[src/rtl/rco_pkg.sv]
// Shared constants for the reference clock and oscillator control block.
// Assumes a 10 MHz system clock and a 16-bit register port with word
// addresses.
package rco_pkg;

  // Register port geometry.
  localparam int unsigned ADDR_W = 4;
  localparam int unsigned DATA_W = 16;

  // Register word addresses.
  localparam logic [3:0] REFCTL_ADDR   = 4'h0;
  localparam logic [3:0] RESETCTL_ADDR = 4'h1;
  localparam logic [3:0] OSCCTL_ADDR   = 4'h2;
  localparam logic [3:0] STATUS_ADDR   = 4'h3;

  // Reference clock control fields.
  localparam int unsigned REF_OE_BIT  = 15;
  localparam int unsigned REF_SLP_BIT = 13;
  localparam int unsigned REF_SEL_BIT = 12;
  localparam int unsigned REF_DIV_LSB = 8;
  localparam int unsigned REF_DIV_W   = 4;

  // Reset control, oscillator control and configuration word fields.
  localparam int unsigned RET_EN_BIT     = 12;
  localparam int unsigned OSC_FORCE_BIT  = 0;
  localparam int unsigned OSC_KEEP_BIT   = 1;
  localparam int unsigned CW3_SOSCPIN_BIT = 8;
  localparam int unsigned CW1_RETCFG_BIT = 10;

  // Status register fields.
  localparam int unsigned ST_SECONDARY_OSCILLATOR_RDY_BIT = 0;
  localparam int unsigned ST_SECONDARY_OSCILLATOR_ON_BIT  = 1;
  localparam int unsigned ST_RET_BIT      = 2;
  localparam int unsigned ST_USB_OK_BIT   = 3;
  localparam int unsigned ST_REF_ON_BIT   = 4;
  localparam int unsigned ST_POSC_ON_BIT  = 5;

  // Reset values and writable masks.
  localparam logic [15:0] REFCTL_RST    = 16'h0000;
  localparam logic [15:0] REFCTL_WMASK  = 16'hbf00;
  localparam logic [15:0] RESETCTL_RST  = 16'h0000;
  localparam logic [15:0] RESETCTL_WMASK = 16'h1000;
  localparam logic [15:0] OSCCTL_RST    = 16'h0000;
  localparam logic [15:0] OSCCTL_WMASK  = 16'h0003;

  // Fast RC postscaler settings that give a USB-capable frequency.
  localparam logic [2:0] FAST_RC_POSTSCALE_8MHZ = 3'h0;
  localparam logic [2:0] FAST_RC_POSTSCALE_4MHZ = 3'h1;

  // Timing: clock rate and secondary oscillator start-up time.
  localparam int unsigned CLK_HZ         = 10_000_000;
  localparam int unsigned SECONDARY_OSCILLATOR_START_S   = 1;
  localparam int unsigned SECONDARY_OSCILLATOR_START_CYC = SECONDARY_OSCILLATOR_START_S * CLK_HZ;

  // Device oscillator modes as seen by this block.
  typedef enum logic [2:0] {
    OSC_FAST_RC     = 3'b000,
    OSC_FAST_RC_PLL = 3'b001,
    OSC_CRYSTAL     = 3'b010,
    OSC_HS_CRYSTAL  = 3'b011,
    OSC_EXT_CLOCK   = 3'b100,
    OSC_CRYSTAL_PLL = 3'b101,
    OSC_HS_PLL      = 3'b110,
    OSC_EXT_PLL     = 3'b111
  } rco_osc_mode_t;

endpackage

[src/rtl/rco_clk_ctrl.sv]
// Reference clock output and oscillator control, top level.
// Assumes a 10 MHz clk_sys_i, a register port that never waits, and
// oscillator clocks presented as levels synchronous to clk_sys_i.
module rco_clk_ctrl #(
  parameter int unsigned SECONDARY_OSCILLATOR_START_CYC = rco_pkg::SECONDARY_OSCILLATOR_START_CYC
) (
  input  wire logic        clk_sys_i,
  input  wire logic        resetn_i,
  // Register port.
  input  wire logic [3:0]  reg_addr_i,
  input  wire logic [15:0] reg_wdata_i,
  input  wire logic        reg_wr_i,
  input  wire logic        reg_rd_i,
  output logic      [15:0] reg_rdata_o,
  // Clock sources as sampled levels.
  input  wire logic        primary_osc_lvl_i,
  input  wire logic        sysclk_lvl_i,
  // Device state and configuration.
  input  wire logic [2:0]  osc_mode_i,
  input  wire logic [2:0]  fast_rc_postscale_i,
  input  wire logic        sleep_i,
  input  wire logic        deep_sleep_i,
  input  wire logic [15:0] config_word_one_i,
  input  wire logic [15:0] config_word_three_i,
  input  wire logic        secondary_oscillator_module_req_i,
  input  wire logic        usb_req_i,
  // Outputs towards pins and other blocks.
  output logic             refclk_out_pin_o,
  output logic             refclk_out_oe_n_o,
  output logic             sysclk_half_out_pin_o,
  output logic             sysclk_half_oe_n_o,
  output logic             primary_osc_power_o,
  output logic             secondary_osc_en_o,
  output logic             secondary_osc_digital_o,
  output logic             secondary_osc_ready_o,
  output logic             retention_reg_enable_o,
  output logic             usb_clk_en_o
);

  // Software-visible registers, then half-rate clock state.
  logic [15:0] refctl_reg;    // Reference clock control.
  logic [15:0] resetctl_reg;  // Reset control, retention bit only.
  logic [15:0] oscctl_reg;    // Secondary force and primary keep bits.
  logic [15:0] rdata_reg;     // Read data, valid the cycle after a read.
  logic        half_reg;      // Half-rate system clock.
  logic        sys_q_reg;     // Last sample of the system clock.

  // Field views of the control registers and configuration words.
  wire         ref_oe    = refctl_reg[rco_pkg::REF_OE_BIT];
  wire         ref_slp   = refctl_reg[rco_pkg::REF_SLP_BIT];
  wire         ref_sel   = refctl_reg[rco_pkg::REF_SEL_BIT];
  wire   [3:0] ref_div   = refctl_reg[rco_pkg::REF_DIV_LSB +:
                                      rco_pkg::REF_DIV_W];
  wire         ret_fw    = resetctl_reg[rco_pkg::RET_EN_BIT];
  wire         secondary_oscillator_frc  = oscctl_reg[rco_pkg::OSC_FORCE_BIT];
  wire         posc_keep = oscctl_reg[rco_pkg::OSC_KEEP_BIT];
  wire         ret_cfg   = config_word_one_i[rco_pkg::CW1_RETCFG_BIT];
  wire         secondary_oscillator_pin  = config_word_three_i[rco_pkg::CW3_SOSCPIN_BIT];

  // Address decode, one select per register.
  wire sel_ref = (reg_addr_i == rco_pkg::REFCTL_ADDR);
  wire sel_rst = (reg_addr_i == rco_pkg::RESETCTL_ADDR);
  wire sel_osc = (reg_addr_i == rco_pkg::OSCCTL_ADDR);
  wire sel_st  = (reg_addr_i == rco_pkg::STATUS_ADDR);

  // Oscillator mode classes.
  wire mode_primary;  // External clock or crystal primary modes.
  wire mode_usb_ok;   // Modes that may clock the USB module.
  wire mode_half_out; // Modes that leave the half-rate pin free.
  wire rc_usb_freq;   // Fast RC postscale gives 4 MHz or 8 MHz.

  // Derived control.
  wire posc_on;       // Primary oscillator powered.
  wire ref_allowed;   // Reference output allowed in the present state.
  wire ref_clk;       // Divided and gated reference clock.
  wire secondary_oscillator_on;
  wire secondary_oscillator_rdy;
  wire ret_on;
  wire [15:0] status;
  logic [15:0] rdata_next;

  // Mode decode. Primary modes, with or without the PLL, use the
  // oscillator on the primary pins.
  assign mode_primary =
      (osc_mode_i == rco_pkg::OSC_CRYSTAL)     |
      (osc_mode_i == rco_pkg::OSC_HS_CRYSTAL)  |
      (osc_mode_i == rco_pkg::OSC_EXT_CLOCK)   |
      (osc_mode_i == rco_pkg::OSC_CRYSTAL_PLL) |
      (osc_mode_i == rco_pkg::OSC_HS_PLL)      |
      (osc_mode_i == rco_pkg::OSC_EXT_PLL);

  // The fast RC only feeds USB at the two postscale settings that give
  // the PLL a valid input; software is expected to pick one.
  assign rc_usb_freq =
      (fast_rc_postscale_i == rco_pkg::FAST_RC_POSTSCALE_8MHZ) |
      (fast_rc_postscale_i == rco_pkg::FAST_RC_POSTSCALE_4MHZ);

  // Only PLL modes clock USB; there is no separate USB clock input.
  assign mode_usb_ok =
      ((osc_mode_i == rco_pkg::OSC_FAST_RC_PLL) & rc_usb_freq) |
      (osc_mode_i == rco_pkg::OSC_CRYSTAL_PLL) |
      (osc_mode_i == rco_pkg::OSC_HS_PLL)      |
      (osc_mode_i == rco_pkg::OSC_EXT_PLL);

  // A crystal occupies the second primary pin, so the half-rate clock
  // can only appear in the other modes.
  assign mode_half_out =
      (osc_mode_i == rco_pkg::OSC_FAST_RC)     |
      (osc_mode_i == rco_pkg::OSC_FAST_RC_PLL) |
      (osc_mode_i == rco_pkg::OSC_EXT_CLOCK)   |
      (osc_mode_i == rco_pkg::OSC_EXT_PLL);

  assign usb_clk_en_o = usb_req_i & mode_usb_ok;

  // The primary oscillator stops in Sleep unless the keep bit holds it.
  assign posc_on = ~sleep_i | posc_keep;
  assign primary_osc_power_o = posc_on;

  // In Sleep the system clock is gone, so only the primary source with
  // the sleep-run bit set, in a primary mode, still has a clock to show.
  assign ref_allowed = ~sleep_i |
      (ref_slp & ref_sel & mode_primary & posc_on);

  // Retention regulator: power-saving state and both enables.
  assign ret_on = (sleep_i | deep_sleep_i)
                & ~ret_cfg & ret_fw;
  assign retention_reg_enable_o = ret_on;

  // Reference divider; it latches new settings only between periods.
  rco_ref_div u_ref_div (
    .clk_sys_i     (clk_sys_i),
    .resetn_i      (resetn_i),
    .primary_lvl_i (primary_osc_lvl_i),
    .system_lvl_i  (sysclk_lvl_i),
    .sel_i         (ref_sel),
    .div_i         (ref_div),
    .en_i          (ref_oe & ref_allowed),
    .clk_o         (ref_clk)
  );

  // The pin stays with the reference function while it is enabled, so
  // a held-low level is seen during Sleep, not a floating pin.
  assign refclk_out_pin_o  = ref_clk;
  assign refclk_out_oe_n_o = ~ref_oe;

  // Secondary oscillator with automatic and forced start.
  rco_secondary_oscillator_ctrl #(
    .START_CYC (SECONDARY_OSCILLATOR_START_CYC)
  ) u_secondary_oscillator (
    .clk_sys_i      (clk_sys_i),
    .resetn_i       (resetn_i),
    .pin_cfg_i      (secondary_oscillator_pin),
    .force_on_i     (secondary_oscillator_frc),
    .module_req_i   (secondary_oscillator_module_req_i),
    .osc_en_o       (secondary_oscillator_on),
    .pins_digital_o (secondary_osc_digital_o),
    .ready_o        (secondary_oscillator_rdy)
  );
  assign secondary_osc_en_o    = secondary_oscillator_on;
  assign secondary_osc_ready_o = secondary_oscillator_rdy;

  // Status word showing live block state.
  assign status = {10'h000,
                   posc_on,
                   ref_oe & ref_allowed,
                   mode_usb_ok,
                   ret_on,
                   secondary_oscillator_on,
                   secondary_oscillator_rdy};

  // Read mux; unmapped addresses read as zero.
  assign rdata_next = !reg_rd_i ? 16'h0000
                    : sel_ref   ? refctl_reg
                    : sel_rst   ? resetctl_reg
                    : sel_osc   ? oscctl_reg
                    : sel_st    ? status
                    : 16'h0000;
  assign reg_rdata_o = rdata_reg;

  // Register writes; unimplemented bits stay zero through the masks.
  always_ff @(posedge clk_sys_i or negedge resetn_i)
  begin
    if (!resetn_i)
    begin
      refctl_reg   <= rco_pkg::REFCTL_RST;
      resetctl_reg <= rco_pkg::RESETCTL_RST;
      oscctl_reg   <= rco_pkg::OSCCTL_RST;
    end
    else if (reg_wr_i)
    begin
      if (sel_ref)
        refctl_reg <= reg_wdata_i & rco_pkg::REFCTL_WMASK;
      else if (sel_rst)
        resetctl_reg <= reg_wdata_i & rco_pkg::RESETCTL_WMASK;
      else if (sel_osc)
        oscctl_reg <= reg_wdata_i & rco_pkg::OSCCTL_WMASK;
    end
  end

  // Read data stands only in the cycle after the read strobe.
  always_ff @(posedge clk_sys_i or negedge resetn_i)
  begin
    if (!resetn_i)
      rdata_reg <= 16'h0000;
    else
      rdata_reg <= rdata_next;
  end

  // Half-rate system clock: toggles on each sampled system clock rise.
  // It stops low outside the modes that free the pin.
  always_ff @(posedge clk_sys_i or negedge resetn_i)
  begin
    if (!resetn_i)
    begin
      sys_q_reg <= 1'b0;
      half_reg  <= 1'b0;
    end
    else
    begin
      sys_q_reg <= sysclk_lvl_i;
      if (!mode_half_out)
        half_reg <= 1'b0;
      else if (sysclk_lvl_i & ~sys_q_reg)
        half_reg <= ~half_reg;
    end
  end
  assign sysclk_half_out_pin_o = half_reg;
  assign sysclk_half_oe_n_o    = ~mode_half_out;

endmodule

[src/rtl/rco_secondary_oscillator_ctrl.sv]
// Secondary oscillator enable and start-up timer.
// Assumes the module request and force bit are synchronous to clk_sys_i.
module rco_secondary_oscillator_ctrl #(
  parameter int unsigned START_CYC = rco_pkg::SECONDARY_OSCILLATOR_START_CYC
) (
  input  wire logic clk_sys_i,
  input  wire logic resetn_i,
  input  wire logic pin_cfg_i,
  input  wire logic force_on_i,
  input  wire logic module_req_i,
  output logic      osc_en_o,
  output logic      pins_digital_o,
  output logic      ready_o
);

  localparam int unsigned CW = $clog2(START_CYC + 1);
  localparam logic [CW-1:0] LAST = CW'(START_CYC - 1);

  // Oscillator runs on demand or when forced, but only with its pins
  // configured for oscillator use.
  logic          run;
  logic [CW-1:0] cnt_reg;     // Start-up cycles seen so far.
  logic          ready_reg;   // Clock usable after the full start-up.
  logic          done;

  assign run            = pin_cfg_i & (force_on_i | module_req_i);
  assign pins_digital_o = ~pin_cfg_i;
  assign osc_en_o       = run;
  assign done           = (cnt_reg == LAST);
  assign ready_o        = ready_reg;

  // Start-up timer; any stop restarts it, since the crystal must settle
  // again from rest.
  always_ff @(posedge clk_sys_i or negedge resetn_i)
  begin
    if (!resetn_i)
    begin
      cnt_reg   <= '0;
      ready_reg <= 1'b0;
    end
    else if (!run)
    begin
      cnt_reg   <= '0;
      ready_reg <= 1'b0;
    end
    else if (!done)
    begin
      cnt_reg   <= cnt_reg + CW'(1);
    end
    else
    begin
      ready_reg <= 1'b1;
    end
  end

endmodule

[src/rtl/rco_ref_div.sv]
// Glitch-free reference clock divider with source selection.
// Assumes both source clocks arrive as levels sampled by clk_sys_i, so
// each source must run below half the system clock rate.
module rco_ref_div (
  input  wire logic       clk_sys_i,
  input  wire logic       resetn_i,
  input  wire logic       primary_lvl_i,
  input  wire logic       system_lvl_i,
  input  wire logic       sel_i,
  input  wire logic [3:0] div_i,
  input  wire logic       en_i,
  output logic            clk_o
);

  logic        sel_reg;     // Active source, taken at a period boundary.
  logic [3:0]  div_reg;     // Active divide setting.
  logic        en_reg;      // Active output gate.
  logic        prim_q_reg;  // Last sample of each source.
  logic        sys_q_reg;
  logic        div_out_reg; // Divided clock before gating.
  logic        pin_reg;     // Gated clock towards the pin.
  logic [14:0] cnt_reg;     // Source edges within a half period.
  logic        rise;
  logic        src;
  logic [14:0] half_last;
  logic        boundary;
  logic        div_out_next;
  logic        en_now;      // Output gate that applies at this edge.

  // Each source has its own edge detector so that a source change never
  // fabricates an edge.
  assign rise = sel_reg ? (primary_lvl_i & ~prim_q_reg)
                        : (system_lvl_i & ~sys_q_reg);
  assign src  = sel_reg ? primary_lvl_i : system_lvl_i;
  // Setting n divides by two to the n; zero passes the source through.
  assign half_last = (div_reg == 4'h0) ? 15'h0000
                   : 15'((15'h0001 << (div_reg - 4'h1)) - 15'h0001);
  // Settings change only while the output is low at a half-period start.
  assign boundary  = ~div_out_reg & (cnt_reg == 15'h0000);
  assign div_out_next = (div_reg == 4'h0) ? src
                      : (rise && cnt_reg == half_last) ? ~div_out_reg
                      : div_out_reg;
  assign clk_o = pin_reg;
  // A new gate takes effect at the boundary edge itself. Using the old
  // gate there would let one short high cycle through on a disable.
  assign en_now = boundary ? en_i : en_reg;

  // Source sampling, counter and divided clock.
  always_ff @(posedge clk_sys_i or negedge resetn_i)
  begin
    if (!resetn_i)
    begin
      prim_q_reg  <= 1'b0;
      sys_q_reg   <= 1'b0;
      cnt_reg     <= 15'h0000;
      div_out_reg <= 1'b0;
    end
    else
    begin
      prim_q_reg  <= primary_lvl_i;
      sys_q_reg   <= system_lvl_i;
      div_out_reg <= div_out_next;
      if (div_reg == 4'h0 || (rise && cnt_reg == half_last))
        cnt_reg <= 15'h0000;
      else if (rise)
        cnt_reg <= cnt_reg + 15'h0001;
    end
  end

  // Settings and gate change together at a boundary, so no runt pulse.
  always_ff @(posedge clk_sys_i or negedge resetn_i)
  begin
    if (!resetn_i)
    begin
      sel_reg <= 1'b0;
      div_reg <= 4'h0;
      en_reg  <= 1'b0;
      pin_reg <= 1'b0;
    end
    else
    begin
      if (boundary)
      begin
        sel_reg <= sel_i;
        div_reg <= div_i;
        en_reg  <= en_i;
      end
      pin_reg <= en_now & div_out_next;
    end
  end

endmodule

[config.mk]
export PLATFORM = sky130hd
export DESIGN_NAME = rco_clk_ctrl
export DESIGN_NICKNAME = d
export VERILOG_FILES = /design/src/rtl/rco_pkg.sv /design/src/rtl/rco_clk_ctrl.sv /design/src/rtl/rco_secondary_oscillator_ctrl.sv /design/src/rtl/rco_ref_div.sv
export SDC_FILE = /design/constraint.sdc
export NUM_CORES = 1
export LEC_CHECK = 0
export BUFFER_PORTS_ARGS = -buffer_cell sky130_fd_sc_hd__buf_2
export CELL_PAD_IN_SITES_DETAIL_PLACEMENT = 0
export CELL_PAD_IN_SITES_GLOBAL_PLACEMENT = 1
export CORE_UTILIZATION = 45
export CTS_CLUSTER_DIAMETER = 30
export DETAILED_ROUTE_END_ITERATION = 12
export PLACE_DENSITY = 0.95
export SYNTH_ARGS = -nofsm -noshare
export SYNTH_HDL_FRONTEND = slang
export SYNTH_HIERARCHICAL = 1
export SYNTH_SLANG_ARGS = --single-unit
export TNS_END_PERCENT = 50
[constraint.sdc]
create_clock -name clk_sys_i -period 8.6 [get_ports clk_sys_i]
set_input_delay 0.43 -clock clk_sys_i [delete_from_list [all_inputs] [get_ports clk_sys_i]]
set_output_delay 0.43 -clock clk_sys_i [all_outputs]
set_load 0.01 [all_outputs]
**Yosys cells after proc, flatten, opt, wreduce, memory -nomap -nowiden**

Index checks and enable logic that the tools add are counted.

- Output and inout bits: 26
- Word-level logic and storage cells: 106
- Bits of input ports: 68
- Register bits after elaboration: 77

- Equal/unequal tests: 16
- Add/sub/neg operators: 4
- Multiplexer cells: 19
- Shifts and indexed selects: 1
- Reductions and logical operators: 11
- Bitwise gates (word level): 40

Operator list:

| operator | number |
|---|---|
| 24-bit two-way mux | 2 |
| 15-bit two-way mux | 3 |
| 16-bit two-way mux | 2 |
| 24-bit by 1-bit adder with 24-bit output (second input constant) | 1 |
| 24-bit equality test (second input constant) | 1 |
| 1-bit bitwise OR | 16 |
| 15-bit by 1-bit adder with 15-bit output (second input constant) | 1 |
| 15-bit equality test | 1 |
| 15-bit zero test | 1 |
| 1-bit by 4-bit << shifter with 15-bit output (first input constant) | 1 |
| 15-bit by 1-bit subtractor with 15-bit output (second input constant) | 1 |
| 1-bit bitwise AND | 13 |
| 13-bit two-way mux | 1 |
| 3-bit equality test (second input constant) | 4 |
| 6-bit two-way mux | 2 |
| 1-bit NOT | 11 |
| 1-bit two-way mux | 9 |
| 4-bit by 2-bit equality test with 1-bit output (second input constant) | 2 |
| 4-bit zero test | 2 |
| 3-bit by 1-bit equality test with 1-bit output (second input constant) | 2 |
| 3-bit by 2-bit equality test with 1-bit output (second input constant) | 2 |
| 3-bit zero test | 2 |
| 4-bit by 1-bit equality test with 1-bit output (second input constant) | 1 |
| 2-bit by 1-bit != test with 1-bit output (second input constant) | 2 |
| other kinds (8) | 8 |

**Depth between registers and ports, before layout**

- Depth in word-level cells: 15
- Depth in mapped cells: 13
- Gate-level depth less buffers: 10

**Cells and area by module**

Netlist, hierarchy kept.

By module, submodules not included:

| module | cells each | instances | area an instance (sq um) | sequential area each (sq um) |
|---|---|---|---|---|
| rco_ref_div | 208 | 1 | 1788.0 | 625.6 |
| rco_secondary_oscillator_ctrl | 129 | 1 | 1265.0 | 625.6 |
| rco_clk_ctrl | 80 | 1 | 1052.3 | 625.6 |

**Worst setup path before layout**

OpenSTA, ideal clock, no wires.

- Kind: reg2reg
- Start: reg u_ref_div.div_reg[1]
- End: reg u_ref_div.cnt_reg[10]
- Data required time: 8.479 ns
- Clock period less this slack: 2.719 ns
- Path buffers: 2
- Setup slack: 5.881 ns
- Library setup time: 0.121 ns
- Cell stages (with the launch flop): 13
- Arrival: 2.598 ns
- Cell sequence: dfrtp_1 and2b_4 nand2_1 ha_1 buf_2 nand2_1 o21ai_0 o2bb2ai_1 a211o_1 or4_4 o21ai_2 buf_2 nor2_1

- Cells in the longest elaborated chain, start to end: 8
- Elaborated cells on any way between the ends: 10
- Classes of those cells: add/sub: 2; eq/ne: 1; shift: 1; mux: 2; reduce/logical: 4

Ends and longest elaborated chain:

| element | line | RTL |
|---|---|---|
| from (decl) | rco_ref_div.sv:16 | `logic [3:0] div_reg;` |
| from (signal assigned) | rco_ref_div.sv:85 | `div_reg <= div_i;` |
| 4-bit by 1-bit subtractor with 4-bit output | rco_ref_div.sv:37 | `: 15'((15'h0001 << (div_reg - 4'h1)) - 15'h0001);` |
| 1-bit by 4-bit << shifter with 15-bit output | rco_ref_div.sv:37 |  |
| 15-bit by 1-bit subtractor with 15-bit output | rco_ref_div.sv:37 |  |
| 15-bit two-way mux | rco_ref_div.sv:36 | `assign half_last = (div_reg == 4'h0) ? 15'h0000` |
| 15-bit equality test | rco_ref_div.sv:63 | `if (div_reg == 4'h0 \|\| (rise && cnt_reg == half_last))` |
| 1-bit logical AND | rco_ref_div.sv:63 |  |
| 1-bit logical OR * | rco_ref_div.sv:63 |  |
| 15-bit two-way mux or 2-bit nonzero test (tied branches) | -- |  |
| to (signal assigned) | rco_ref_div.sv:66 | `cnt_reg <= cnt_reg + 15'h0001;` |
| to (decl) | rco_ref_div.sv:22 | `logic [14:0] cnt_reg;` |

Mark *: on every way between the ends. The rest lies on a longest branch, timed or not.
A chain may end at the register's enable or synchronous reset.

**Final worst setup path**

Ends and elaborated chain as after synthesis.

==> flow_metrics.env <==
export IMPL_finalHoldViolCount=0
export IMPL_routed_top_layer="met4"
export IMPL_pwr_density_cell_nw_per_um2=235
export IMPL_rows=34
export IMPL_holdBufCountCts=0
export IMPL_dr_first_iter_drc_count=99
export IMPL_drc_errors=0
export IMPL_area_growth_pct=11.6
export IMPL_synth_top_area_share_pct=45.7
export IMPL_cp_end_kind="register"
export IMPL_io_pins=94
export IMPL_vdd_drop_max_v=0.000111
export IMPL_initial_utilization_pct=46.8
export IMPL_antenna_found_initial=0
export IMPL_design_area_sq_um=4580
export IMPL_setup_viol=0
export IMPL_fmax_ghz=0.278
export IMPL_total_power_mw=1.08
export IMPL_worst_pin_slew_ns=0.945
export IMPL_yosys_area_top_type="dfrtp_1"
export IMPL_rsz0062_at_grt="false"
export IMPL_ys_ff_latch=75
export IMPL_place_congestion=0.832
export IMPL_power_frac_clock_pct=25.4
export IMPL_slew_headroom_pct=36.6
export IMPL_cp_data_required_time_ns=8.81
export IMPL_fill_cells=803
export IMPL_fin_skew_ns=0.00978
export IMPL_cts_buffers=9
export IMPL_regArea_sq_um=1880
export IMPL_hold_path_class="in2async"
export IMPL_wl_met1_mm=3.74
export IMPL_grt_pass1_wl_mm=14.4
export IMPL_syn_avg_cell_area_sq_um=9.84
export IMPL_dpl_hpwl_mm=5.92
export IMPL_dr_wl_met2_mm=4.19
export IMPL_syn_area_sq_um=4110
export IMPL_worstSetupStartpointType="register"
export IMPL_clockBufferDepth=2
export IMPL_dpl_cell_area_sq_um=4380
export IMPL_grt_pass1_vias=3105
export IMPL_gr_total_overflow=0
export IMPL_multi_input_area_sq_um=2050
export IMPL_report_final_slew_viol_count=0
export IMPL_core_area_sq_um=8760
export IMPL_cts_resized=0
export IMPL_cts_root_buf="clkbuf_8"
export IMPL_p_switching_uw=379
export IMPL_utilization_pct=52.3
export IMPL_final_nets=533
export IMPL_synth_seq_area_share_pct=45.7
export IMPL_post_route_min_period_ns=3.59
export IMPL_ys_top_cells_by_count="75 x dfrtp_1, 55 x nor2_1, 20 x nand2_1, 20 x xnor2_1"
export IMPL_htree_levels=3
export IMPL_dp_cells=558
export IMPL_grt_usage_pct=18.7
export IMPL_dieArea_sq_um=9510
export IMPL_pre_cts_ws_ns=5.00
export IMPL_p_int_uw=700
export IMPL_crit_type="reg2reg"
export IMPL_dr_pass1_iters=4
export IMPL_synthTopCellsByArea="dfrtp_1 46%, nor2_1 5.0%, mux2_2 4.4%, xnor2_1 4.3%, xor2_1 4.1%"
export IMPL_cp_arrival_ns=3.80
export IMPL_viasPerCell=5.47
export IMPL_final_cells=574
export IMPL_drt_total_wl_mm=8.34
export IMPL_max_cap_viol_count=0
export IMPL_die_y_um=97.5
export IMPL_drt_antenna_violating_nets=0
export IMPL_clock_latency_ns=0.35
export IMPL_yosysUniqueCellTypes=63
export IMPL_p_comb_share_pct=30.9
export IMPL_clock_sinks=75
export IMPL_tns_ns=0
export IMPL_io_buffers=52
export IMPL_drive_above_1_share_pct=23.2
export IMPL_num_vias=3139
export IMPL_period_share_pct=41.8
export IMPL_synth_warnings=6
export IMPL_yosys_cell_count_top_type="dfrtp_1"
export IMPL_synth_cells=417
export IMPL_clk_pin_slew_worst_paths_ns=0.08
export IMPL_grt_max_degree=76
export IMPL_critPathMaxFanout=24
export IMPL_largest_reg_flops=24
export IMPL_outcome="complete, no violations"
export IMPL_routedWlPerCell_um=14.5
export IMPL_pwr_share_seq_pct=43.7
export IMPL_die_width_um=97.5
export IMPL_swShare_pct=35.1
export IMPL_cts_tree="done"
export IMPL_p_leak_nw=2.08
export IMPL_worst_slack_ns=5.01
export IMPL_wl_met3_um=344
export IMPL_holdWs_ns=0.192
export IMPL_synth_ff_type="dfrtp_1"
export IMPL_antenna_cells=0
export IMPL_async_flop_share_pct=100
export IMPL_synth_edf_count=0
export IMPL_postCtsSetupBuffers=0
==> final timing paths <==
check,from,endpoint,slack (ns),cells past startpoint
worst max-delay path,u_ref_div/div_reg[1],u_ref_div/cnt_reg[10],5.01,10
worst min-delay path,resetn_i,u_secondary_oscillator/cnt_reg[17],0.19,1
worst max register to register,u_ref_div/div_reg[1],u_ref_div/cnt_reg[10],5.01,10
worst min register to register,u_ref_div/en_reg,u_ref_div/en_reg,0.50,1
max in group asynchronous,resetn_i,reg_rdata_o[5],7.79,1
min in group clk_sys_i,primary_osc_lvl_i,u_ref_div/prim_q_reg,0.25,1
==> cells by family (layout without fill, tap and decap cells) <==
| logic type | count (synthesis) | in the layout | share of synthesized area [%] |
|---|---|---|---|
| fa+ha+maj | 5 | 5 | 1.49 |
| xor+xnor | 39 | 39 | 8.32 |
| buf+inv | 34 | 81 | 4.48 |
| compound gates | 62 | 62 | 9.33 |
| mux | 20 | 20 | 5.49 |
| other cells | 1 | 3 | 0.0913 |
| simple gates | 181 | 181 | 25.1 |
| flops | 75 | 75 | 45.7 |
==> cell usage in the layout, fill, tap and decap left out, types with 8 or more instances in the layout <==
master     n
o21ai_0   14
nand2_1   20
xor2_1    19
a21oi_1   19
mux2_2    16
xnor2_1   20
nor2b_1    8
clkbuf_8  11
and3_1     9
inv_1     12
nand4_1   13
nand3_1   16
dfrtp_1   75
nor2_1    55
buf_2     51
==> critical path: stages, from the launching register on <==
cell     delay [ns]
dfrtp_1        0.78
and2b_4        0.30
nand2_1        0.08
ha_1           0.38
inv_1          0.20
nand3_1        0.13
o32ai_1        0.10
a211o_1        0.33
or4_4          0.53
o21ai_2        0.50
nor2_1         0.12
==> routing by layer <==
metal / vias to the layer above / global-route usage (%)
met1: 1539 / 23.7
li1: 1542 / -
met3: 6 / 5.68
met4: 0 / 5.43
met2: 52 / 30.8
met5: - / 0
==> layout make-up <==
class                   instances  area share [%]
well taps                     108            2.95
inverters                      12           0.983
clock buffers                  12            3.39
multi-input cells             310            44.8
repair buffers                 53            5.90
clock inverters                 4            1.06
flip-flops and latches         75            41.0
==> power groups by stage <==
stage / registers, mW / logic (mW) / clock network (mW)
floorplan: 0.421 / 0.324 / 0
global placement: 0.474 / 0.326 / 0
detailed placement: 0.476 / 0.334 / 0
CTS: 0.469 / 0.336 / 0.283
global route: 0.481 / 0.373 / 0.296
finish: 0.471 / 0.333 / 0.274
Power figures use the tool's default switching activity.
